$ cat src/design/trig_pkg.sv
// Package for the pulse and analog threshold trigger: register map, limits, reset values and timing.
// Assumes a 10 MHz register clock; all thresholds and values are raw integers.
package trig_pkg;

	// Clock and gate timebase
	localparam int unsigned CLK_PERIOD_NS = 100;
	localparam int unsigned GATE_TICK_NS = 10_000_000;  // Gate counts in hundredths of a second
	localparam int unsigned GATE_TICK_CYCLES = GATE_TICK_NS / CLK_PERIOD_NS;
	localparam int unsigned TICK_W = 17;
	localparam int unsigned PULSE_MAX_HZ = 5000;  // Edge detector needs only one clock per level

	// Referenced function blocks
	localparam int unsigned REF_N = 8;
	localparam int unsigned REF_SEL_W = 3;

	// AXI4-Lite
	localparam int unsigned ADDR_W = 8;
	localparam logic [1:0] RESP_OKAY = 2'h0;
	localparam logic [1:0] RESP_SLVERR = 2'h2;

	// Register byte offsets
	localparam logic [ADDR_W-1:0] OFS_CTRL = 8'h00;
	localparam logic [ADDR_W-1:0] OFS_FREQ_ON = 8'h04;
	localparam logic [ADDR_W-1:0] OFS_FREQ_OFF = 8'h08;
	localparam logic [ADDR_W-1:0] OFS_GATE = 8'h0c;
	localparam logic [ADDR_W-1:0] OFS_GAIN = 8'h10;
	localparam logic [ADDR_W-1:0] OFS_OFFSET = 8'h14;
	localparam logic [ADDR_W-1:0] OFS_AN_ON = 8'h18;
	localparam logic [ADDR_W-1:0] OFS_AN_OFF = 8'h1c;
	localparam logic [ADDR_W-1:0] OFS_REF_SEL = 8'h20;
	localparam logic [ADDR_W-1:0] OFS_STATUS = 8'h24;
	localparam logic [ADDR_W-1:0] OFS_MEAS = 8'h28;
	localparam logic [ADDR_W-1:0] OFS_AN_VALUE = 8'h2c;
	localparam logic [ADDR_W-1:0] OFS_PULSE_CNT = 8'h30;

	// Control fields
	localparam int unsigned CTRL_W = 6;
	localparam int unsigned CTRL_GATE_REF = 0;
	localparam int unsigned CTRL_ON_REF = 1;
	localparam int unsigned CTRL_OFF_REF = 2;
	localparam int unsigned CTRL_DEC_LSB = 4;
	localparam int unsigned REF_GATE_LSB = 0;
	localparam int unsigned REF_ON_LSB = 4;
	localparam int unsigned REF_OFF_LSB = 8;
	localparam int unsigned STAT_FREQ_SW = 0;
	localparam int unsigned STAT_AN_SW = 1;

	// Value limits
	localparam logic signed [31:0] FREQ_MIN = 32'sh0;
	localparam logic signed [31:0] FREQ_MAX = 32'sd9999;
	localparam logic signed [31:0] GATE_MAX = 32'sd9999;
	localparam logic signed [31:0] GAIN_LIM = 32'sd1000;
	localparam logic signed [31:0] GAIN_SCALE = 32'sd100;
	localparam logic signed [31:0] OFFSET_LIM = 32'sd10000;
	localparam logic signed [31:0] AN_LIM = 32'sd20000;

	// Every register and counter resets to zero
	localparam logic [31:0] RESET_WORD = 32'h0;

endpackage

$ cat src/design/pulse_and_analog_threshold_trigger.sv
// Pulse and analog threshold trigger with an AXI4-Lite register slave.
// Assumes pulse_in, analog_sample and ref_values are synchronous to aclk.
`timescale 1ns/1ns
module pulse_and_analog_threshold_trigger
	import trig_pkg::*;
#(
	parameter int unsigned TICK_CYCLES = GATE_TICK_CYCLES
)
(
	input wire logic aclk,
	input wire logic aresetn,
	input wire logic [ADDR_W-1:0] awaddr,
	input wire logic [2:0] awprot,
	input wire logic awvalid,
	output logic awready,
	input wire logic [31:0] wdata,
	input wire logic [3:0] wstrb,
	input wire logic wvalid,
	output logic wready,
	output logic [1:0] bresp,
	output logic bvalid,
	input wire logic bready,
	input wire logic [ADDR_W-1:0] araddr,
	input wire logic [2:0] arprot,
	input wire logic arvalid,
	output logic arready,
	output logic [31:0] rdata,
	output logic [1:0] rresp,
	output logic rvalid,
	input wire logic rready,
	input wire logic pulse_in,
	input wire logic signed [15:0] analog_sample,
	input wire logic [REF_N*32-1:0] ref_values,
	output logic [31:0] measured_frequency,
	output logic signed [31:0] analog_value,
	output logic freq_switch,
	output logic analog_switch
);

	typedef struct packed {
		logic aw_held;
		logic [ADDR_W-1:0] aw_addr;
		logic w_held;
		logic [31:0] w_data;
		logic [3:0] w_strb;
		logic bvalid;
		logic [1:0] bresp;
		logic rvalid;
		logic [31:0] rdata;
		logic [1:0] rresp;
		logic [CTRL_W-1:0] ctrl;
		logic [15:0] f_on;
		logic [15:0] f_off;
		logic [15:0] gate;
		logic signed [15:0] gain;
		logic signed [15:0] offset;
		logic signed [15:0] an_on;
		logic signed [15:0] an_off;
		logic [11:0] ref_sel;
		logic pulse_prev;
		logic [TICK_W-1:0] tick_cnt;
		logic [15:0] gate_cnt;
		logic [31:0] pulse_count;
		logic [31:0] measured;
		logic freq_sw;
		logic signed [31:0] an_value;
		logic an_sw;
	} state_t;

	localparam logic [TICK_W-1:0] TICK_LAST = TICK_W'(TICK_CYCLES - 1);

	state_t q;
	state_t d;
	logic rise;
	logic tick;
	logic gate_end;
	logic signed [31:0] gate_len;
	logic signed [31:0] an_on_eff;
	logic signed [31:0] an_off_eff;

	// Saturate a value into a documented range
	function automatic logic signed [31:0] clamp(input logic signed [31:0] v, input logic signed [31:0] lo,
		input logic signed [31:0] hi);
		if (v < lo)
		begin
			return lo;
		end
		if (v > hi)
		begin
			return hi;
		end
		return v;
	endfunction

	// Threshold decision shared by both front ends
	function automatic logic thresh_eval(input logic signed [31:0] v, input logic signed [31:0] on_lvl,
		input logic signed [31:0] off_lvl, input logic prev);
		if (on_lvl >= off_lvl)
		begin
			if (v > on_lvl)
			begin
				return 1'b1;
			end
			if (v <= off_lvl)
			begin
				return 1'b0;
			end
			return prev;
		end
		return (v >= on_lvl) && (v < off_lvl);
	endfunction

	// Byte-lane merge of a write into the current contents
	function automatic logic [31:0] lane_merge(input logic [31:0] old, input logic [31:0] data,
		input logic [3:0] strb);
		logic [31:0] m;
		m = old;
		for (int i = 0; i < 4; i++)
		begin
			if (strb[i])
			begin
				m[i*8 +: 8] = data[i*8 +: 8];
			end
		end
		return m;
	endfunction

	// Current value of a referenced function block
	function automatic logic signed [31:0] ref_pick(input logic [REF_N*32-1:0] refs, input logic [3:0] sel);
		return $signed(refs[sel[REF_SEL_W-1:0]*32 +: 32]);
	endfunction

	// Register words are sign- or zero-extended for read-back
	function automatic logic signed [31:0] sx(input logic [15:0] v);
		return $signed({{16{v[15]}}, v});
	endfunction

	// AXI handshakes: one write and one read in flight, back-pressure while an answer is pending
	assign awready = !q.aw_held && !q.bvalid;
	assign wready = !q.w_held && !q.bvalid;
	assign arready = !q.rvalid;
	assign bvalid = q.bvalid;
	assign bresp = q.bresp;
	assign rvalid = q.rvalid;
	assign rdata = q.rdata;
	assign rresp = q.rresp;
	assign measured_frequency = q.measured;
	assign analog_value = q.an_value;
	assign freq_switch = q.freq_sw;
	assign analog_switch = q.an_sw;

	// Gate timebase is a fixed 10 ms tick; no selector exists for it
	assign tick = (q.tick_cnt == TICK_LAST);
	assign rise = pulse_in && !q.pulse_prev;
	// Gate length from the register or a referenced block, clamped to 0..99.99 s
	assign gate_len = q.ctrl[CTRL_GATE_REF] ?
		clamp(ref_pick(ref_values, q.ref_sel[REF_GATE_LSB +: 4]), FREQ_MIN, GATE_MAX) :
		$signed({16'h0, q.gate});
	assign gate_end = tick && (gate_len != 32'sh0) && ($signed({16'h0, q.gate_cnt}) >= gate_len - 32'sd1);
	// Analog levels from the registers or from referenced blocks
	assign an_on_eff = q.ctrl[CTRL_ON_REF] ?
		clamp(ref_pick(ref_values, q.ref_sel[REF_ON_LSB +: 4]), -AN_LIM, AN_LIM) : sx(q.an_on);
	assign an_off_eff = q.ctrl[CTRL_OFF_REF] ?
		clamp(ref_pick(ref_values, q.ref_sel[REF_OFF_LSB +: 4]), -AN_LIM, AN_LIM) : sx(q.an_off);

	// Next-state logic for bus, counters and switches
	always_comb
	begin
		logic [31:0] merged;
		logic [31:0] new_meas;
		merged = RESET_WORD;
		new_meas = q.pulse_count + {31'h0, rise};
		d = q;

		// Write address and data may arrive in either order
		if (awvalid && awready)
		begin
			d.aw_held = 1'b1;
			d.aw_addr = awaddr;
		end
		if (wvalid && wready)
		begin
			d.w_held = 1'b1;
			d.w_data = wdata;
			d.w_strb = wstrb;
		end
		if (q.bvalid && bready)
		begin
			d.bvalid = 1'b0;
		end
		if (q.aw_held && q.w_held)
		begin
			d.aw_held = 1'b0;
			d.w_held = 1'b0;
			d.bvalid = 1'b1;
			d.bresp = RESP_OKAY;
			// Values are clamped on entry so the compare never sees an illegal level
			case (q.aw_addr)
				OFS_CTRL:
				begin
					merged = lane_merge({26'h0, q.ctrl}, q.w_data, q.w_strb);
					d.ctrl = merged[CTRL_W-1:0];  // Decimal field kept for display only
				end
				OFS_FREQ_ON:
				begin
					merged = lane_merge({16'h0, q.f_on}, q.w_data, q.w_strb);
					d.f_on = 16'(clamp($signed(merged), FREQ_MIN, FREQ_MAX));
				end
				OFS_FREQ_OFF:
				begin
					merged = lane_merge({16'h0, q.f_off}, q.w_data, q.w_strb);
					d.f_off = 16'(clamp($signed(merged), FREQ_MIN, FREQ_MAX));
				end
				OFS_GATE:
				begin
					merged = lane_merge({16'h0, q.gate}, q.w_data, q.w_strb);
					d.gate = 16'(clamp($signed(merged), FREQ_MIN, GATE_MAX));
				end
				OFS_GAIN:
				begin
					merged = lane_merge(sx(q.gain), q.w_data, q.w_strb);
					d.gain = 16'(clamp($signed(merged), -GAIN_LIM, GAIN_LIM));
				end
				OFS_OFFSET:
				begin
					merged = lane_merge(sx(q.offset), q.w_data, q.w_strb);
					d.offset = 16'(clamp($signed(merged), -OFFSET_LIM, OFFSET_LIM));
				end
				OFS_AN_ON:
				begin
					merged = lane_merge(sx(q.an_on), q.w_data, q.w_strb);
					d.an_on = 16'(clamp($signed(merged), -AN_LIM, AN_LIM));
				end
				OFS_AN_OFF:
				begin
					merged = lane_merge(sx(q.an_off), q.w_data, q.w_strb);
					d.an_off = 16'(clamp($signed(merged), -AN_LIM, AN_LIM));
				end
				OFS_REF_SEL:
				begin
					merged = lane_merge({20'h0, q.ref_sel}, q.w_data, q.w_strb);
					d.ref_sel = merged[11:0];
				end
				OFS_STATUS, OFS_MEAS, OFS_AN_VALUE, OFS_PULSE_CNT:
				begin
					d.bresp = RESP_OKAY;  // Read-only words ignore writes
				end
				default:
				begin
					d.bresp = RESP_SLVERR;
				end
			endcase
		end

		// Read path: data captured at the address handshake
		if (q.rvalid && rready)
		begin
			d.rvalid = 1'b0;
		end
		if (arvalid && arready)
		begin
			d.rvalid = 1'b1;
			d.rresp = RESP_OKAY;
			case (araddr)
				OFS_CTRL: d.rdata = {26'h0, q.ctrl};
				OFS_FREQ_ON: d.rdata = {16'h0, q.f_on};
				OFS_FREQ_OFF: d.rdata = {16'h0, q.f_off};
				OFS_GATE: d.rdata = {16'h0, q.gate};
				OFS_GAIN: d.rdata = sx(q.gain);
				OFS_OFFSET: d.rdata = sx(q.offset);
				OFS_AN_ON: d.rdata = sx(q.an_on);
				OFS_AN_OFF: d.rdata = sx(q.an_off);
				OFS_REF_SEL: d.rdata = {20'h0, q.ref_sel};
				OFS_STATUS: d.rdata = {30'h0, q.an_sw, q.freq_sw};
				OFS_MEAS: d.rdata = q.measured;
				OFS_AN_VALUE: d.rdata = q.an_value;
				OFS_PULSE_CNT: d.rdata = q.pulse_count;
				default:
				begin
					d.rdata = RESET_WORD;
					d.rresp = RESP_SLVERR;
				end
			endcase
		end

		// Free-running 10 ms tick
		d.tick_cnt = tick ? '0 : q.tick_cnt + 1'b1;
		d.pulse_prev = pulse_in;

		// Gate counting; a zero gate parks the measurement and keeps the last result
		if (gate_len == 32'sh0)
		begin
			d.gate_cnt = '0;
			d.pulse_count = '0;
		end
		else if (gate_end)
		begin
			d.measured = new_meas;
			d.pulse_count = '0;
			d.gate_cnt = '0;
			d.freq_sw = thresh_eval($signed(new_meas), sx(q.f_on), sx(q.f_off), q.freq_sw);
		end
		else
		begin
			if (tick)
			begin
				d.gate_cnt = q.gate_cnt + 16'h1;
			end
			if (rise)
			begin
				d.pulse_count = q.pulse_count + 32'h1;
			end
		end

		// Analog path is pipelined: value one clock, decision the next
		d.an_value = (sx(analog_sample) * sx(q.gain)) / GAIN_SCALE + sx(q.offset);
		d.an_sw = thresh_eval(q.an_value, an_on_eff, an_off_eff, q.an_sw);
	end

	// State register with synchronous reset
	always_ff @(posedge aclk)
	begin
		if (!aresetn)
		begin
			q <= '0;
		end
		else
		begin
			q <= d;
		end
	end
endmodule

$ cat config.mk
export PLATFORM = sky130hd
export DESIGN_NAME = pulse_and_analog_threshold_trigger
export DESIGN_NICKNAME = d
export VERILOG_FILES = /design/src/design/trig_pkg.sv /design/src/design/pulse_and_analog_threshold_trigger.sv
export SDC_FILE = /design/constraint.sdc
export NUM_CORES = 2
export LEC_CHECK = 0
export BUFFER_PORTS_ARGS = -buffer_cell sky130_fd_sc_hd__buf_4
export CAP_MARGIN = 20
export CORE_MARGIN = 2
export CORE_UTILIZATION = 38
export CTS_CLUSTER_DIAMETER = 60
export DETAILED_ROUTE_END_ITERATION = 12
export GPL_TIMING_DRIVEN = 0
export SYNTH_ARGS = -nofsm -noshare
export SYNTH_HDL_FRONTEND = slang
export SYNTH_SLANG_ARGS = --single-unit
$ cat constraint.sdc
create_clock -name aclk -period 73.3 [get_ports aclk]
set_clock_uncertainty 0.05 [all_clocks]
set_input_delay 0 -clock aclk [delete_from_list [all_inputs] [get_ports aclk]]
set_output_delay 0 -clock aclk [all_outputs]
set_load 0.02 [all_outputs]
==> Word-level counts from Yosys, hierarchy flattened <==
Cells that the tools add are included.
{ "totals": {"regBits": 346, "in_bits": 338, "out_inout_bits": 107, "word_cells": 358} }
{ "op_classes": {"addsub": 6, "mul": 1, "div_mod_pow": 1, "order_cmp": 31, "n_eq_ne": 27, "n_shift": 3, "muxes": 218, "bitwise_logic": 2, "reduce_logical": 41} }
{ "op_table": {"columns": ["operator", "n"], "rows": [
  ["indexed part select 256 x 9 -> 32 bit", 3],
  ["2-to-1 mux 8 bit", 80],
  ["2-to-1 mux 32 bit", 15],
  ["2-to-1 mux 16 bit", 28],
  ["one-hot mux 32 bit (13 select lines)", 1],
  ["> comparator 32 x 15 -> 1 bit, second input constant", 5],
  ["> comparator 32 x 16 -> 1 bit, second input constant", 4],
  ["less-than comparator 32 x 1 -> 1 bit, second input constant", 4],
  ["less-than comparator 32 x 16 -> 1 bit, second input constant", 4],
  ["2-to-1 mux 1 bit", 90],
  ["== test 8 x 6 -> 1 bit, second input constant", 10],
  ["== test 8 x 5 -> 1 bit, second input constant", 8],
  [">= comparator 32 bit", 2],
  ["2-to-1 mux 35 bit", 1],
  ["adder 32 x 1 -> 32 bit", 1],
  ["adder 32 x 1 -> 32 bit, second input constant", 1],
  ["adder 32 x 16 -> 32 bit", 1],
  ["divider 32 x 8 -> 32 bit, second input constant", 1],
  ["== test 8 x 4 -> 1 bit, second input constant", 4],
  [">= comparator 17 x 32 -> 1 bit", 1],
  [">= comparator 32 x 16 -> 1 bit", 1],
  ["> comparator 32 x 11 -> 1 bit, second input constant", 1],
  ["> comparator 32 x 16 -> 1 bit", 1],
  ["> comparator 32 bit", 1],
  ["28 further kinds", 62]
]} }

==> Longest topological paths before layout <==
{ "logic_depth": {"depth_word": 20, "ltp_mapped": 135, "mapped_depth_nobuf": 120} }

==> Worst setup path after synthesis <==
No wires, ideal clock.
{ "synth_timing": {"kind": "register to register", "startpoint": "reg q[197] (netlist bit)", "endpoint": "reg q (netlist bit analog_value[31])", "setup_time_ns": 0.128, "t_arrival_ns": 27.149, "setup_slack_ns": 45.974, "path_stages_with_launch": 125, "n_path_buf": 8, "cell_sequence": "dfxtp_1 -> buf_1 -> clkbuf_1 -> nand2_1 -> fa_1 -> inv_1 -> fa_1 -> fa_1 -> fa_1 -> fa_1 -> inv_1 -> fa_1 -> inv_1 -> ha_1 -> a21oi_1 -> o21ai_1 -> a221oi_1 -> o21ai_1 -> [89 not listed] -> o21bai_1 -> a21oi_1 -> o21bai_1 -> a21oi_1 -> o21bai_1 -> a21oi_1 -> o21bai_1 -> a21oi_1 -> nor2b_1 -> o21a_1 -> o21a_1 -> o21a_1 -> o21ai_0 -> nand2b_1 -> a21oi_1 -> xnor2_1 -> xnor2_1 -> nor2_1"} }
{ "synth_via": {"elab_chain_cells": 3} }
{ "synth_lines": {"columns": ["element", "line_no", "source"], "rows": [
  ["start: declaration", "pulse_and_analog_threshold_trigger.sv:72", "state_t q;"],
  ["start signal: assignment", "pulse_and_analog_threshold_trigger.sv:325", "q <= '0;"],
  ["start signal: assignment", "pulse_and_analog_threshold_trigger.sv:329", "q <= d;"],
  ["multiplier 16 x 16 -> 32 bit", "pulse_and_analog_threshold_trigger.sv:316", "d.an_value = (sx(analog_sample) * sx(q.gain)) / GAIN_SCALE + sx(q.offset);"],
  ["divider 32 x 8 -> 32 bit", "pulse_and_analog_threshold_trigger.sv:316", null],
  ["adder 32 x 16 -> 32 bit", "pulse_and_analog_threshold_trigger.sv:316", null]
]} }
Every way passes these cells.
A chain may end at the register's enable or synchronous reset.

==> Worst setup path after layout <==
{ "layout_timing": {"startpoint": "reg q[207] (netlist bit)", "endpoint": "reg q (netlist bit analog_value[31])"} }
Same word-level chain as after synthesis.

==> metrics.cfg <==
[critical_path]
crit_top_cell=a21oi_1
arrival_ns=33.93
required_ns=73.69
cp_slowest_cell=clkbuf_1
end_kind=flop
worstSetupStartpointType=flop
crit_type=flop to flop
max_stage_delay_ns=0.75
path_max_fanout=10

[grt]
grt_start_max_net_pins=20
grt_overflow=0
grt_use_total_pct=31.5
antenna_found_initial=15
grt_pass1_wl_um=300000
grt_pass1_vias=46300

[cts]
clock_sinks=344
cts_resized=0
cts_buffers=39
clk_path_buf_depth=3
clk_pin_slew_ns=0.06
cts_tree=done
cts-htree-levels=2
root_buffer=clkbuf_16
clock_latency_ns=0.61

[synth]
ys_async_sr_fraction_pct=0
ys_seq_area_share_pct=14.8
synthCells=5733
syn_area_um2=46600
yosysWarnings=0
synth.avg_cell_area_um2=8.13
synth_cell_types=129
synth_top_flop_cell=dfxtp_1
synth_edf_count=0
synth-seq-cells=344

[sta]
finalSetupViolations=0
fin_setup_tns_ns=0
tightest_slew_ns=1.19
rsz0062_at_grt=no
layout_setup_ws_ns=39.76
max_slew_margin_pct=20.9
finalHoldViolCount=0
timing.final.crit_share_pct=45.8
hold_slack_ns=0.137
slew_viol_final=0
fmax_mhz=29.8
period_needed_ns=33.54

[routing]
drt-initial-drc-count=5480
vias=48400
ant_nets=0
route.detailed.drc=0
detail_route.wl_per_cell_um=25.7
first_pass_iters=8
viasPerCell=6.08
wirelength_um=204000

[floorplanning]
die_width_um=354
ios=445
fp.dieH_um=354
num_rows=128
die-area_um2=125000
core-area_um2=122000
start_util_pct=38.3

[final_layout]
nets=7214
drive_gt1_share_pct=14.1
final_common_cell=buf_4
final_cell_mix=buf_4, nor2_1, nand2_1, inv_1, a21oi_1
areaGrowthSynthToFinish_pct=16.3

[status]
status=finished, final reports clean

[place]
pre_cts_ws_ns=40.41
port_buffers=435
gp_congestion=1.04
hpwl_um=169000

[min_path]
hp-class=input port to flop

[flow_run]
max_cap_violations=0

state kept, by name, summed over array words and instances, names as in the netlist:
name and cells:
q 242, analog_value 32, measured_frequency 32, rdata 32, analog_switch 1, bresp 1
bvalid 1, freq_switch 1, rresp 1, rvalid 1
area by class of cell:
cell class,count,area (um2)
clock inverters,15,210
multi-input cells,4493,35900
diodes,5,12.5
clock buffers,52,1120
flip-flops and latches,344,6890
inverters,482,1810
repair buffers,525,4200
fillers,12200,67500
plain buffers,415,1980
well taps,1625,2030
logic make-up after synthesis:
family,Yosys count,synth area share (%)
xor gates and xnor gates,263,5.01
muxes,318,11.2
DFF,344,14.8
AOI/OAI and AO/OA,1469,21.5
and+or+nand+nor,1859,19.6
other,1,0.00805
adders and majority gates,582,19.8
buffers and inverters,897,8.13
layer usage:
metal | vias to the layer above | part of all wire [%] | GRT usage (%)
met4 | 18 | 6.2 | 16.8
li1 | 21700 | - | -
met5 | - | 0.059 | 0.113
met3 | 578 | 9.5 | 6.46
met1 | 23500 | 39 | 40.1
met2 | 2593 | 45 | 50.1
synth_stat cells (37+ instances only):
cell type	count	area, um2
buf_4	104	781
fa_1	263	5270
nand2_1	484	1820
o21ai_1	44	220
nor3_1	96	480
a211oi_1	61	458
a21o_1	65	488
o22ai_1	52	325
mux2i_1	135	1350
o21ai_0	226	1130
a221oi_1	42	368
a22oi_1	93	698
nor4_1	62	388
o21a_1	37	278
inv_1	477	1790
xnor2_1	175	1530
nand4_1	110	688
a31oi_1	66	413
dfxtp_1	344	6890
a21oi_1	401	2010
mux4_2	159	3580
clkbuf_1	261	980
nand3_1	123	616
and2_1	166	1040
ha_1	313	3920
nor2b_1	66	413
and3_1	57	357
buf_1	37	139
o211ai_1	38	285
nand2b_1	64	400
xor2_1	84	736
nor2_1	495	1860
final timing paths:
| kind | from | to | slack (ns) | depth (start not counted) |
|---|---|---|---|---|
| worst max register to register | q[207]$_SDFFE_PN0P_ | analog_value[31]$_SDFF_PN0_ | 39.76 | 123 |
| worst min register to register | q[114]$_SDFF_PP0_ | q[114]$_SDFF_PP0_ | 0.42 | 1 |
| worst min-delay path | araddr[5] | rdata[1]$_SDFFE_PN0P_ | 0.14 | 5 |
| worst max-delay path | q[207]$_SDFFE_PN0P_ | analog_value[31]$_SDFF_PN0_ | 39.76 | 123 |
timing repair:
action / CTS / global route
setup buffers: 0 / 0
endpoints found under the hold margin: 50 / 0
hold buffers: 77 / 0
stage by stage:
| stage | utilization (%) | std cells | instance area, um2 |
|---|---|---|---|
| 2_1_floorplan | - | 5734 | 46600 |
| 4_1_cts | 44.4 | 7945 | 54100 |
| 3_5_place_dp | 42.7 | 7801 | 52000 |
| 5_1_grt | 44.5 | 7953 | 54200 |
| 6_report | 44.5 | 7956 | 54200 |
| 3_3_place_gp | 42.6 | 7794 | 51900 |
worst max-delay path: cells and delay by family (launching register included):
family	cells	cell delay, ns
muxes	5	1.46
buffers and inverters	13	3.31
xor gates and xnor gates	4	1.39
DFF	1	0.42
adders and majority gates	9	3.99
and+or+nand+nor	18	3.59
AOI/OAI and AO/OA	74	19.15
Power is left out: the tool's default activity adds up to more than one toggle a clock period on the data nets, which glitch-free logic cannot reach.
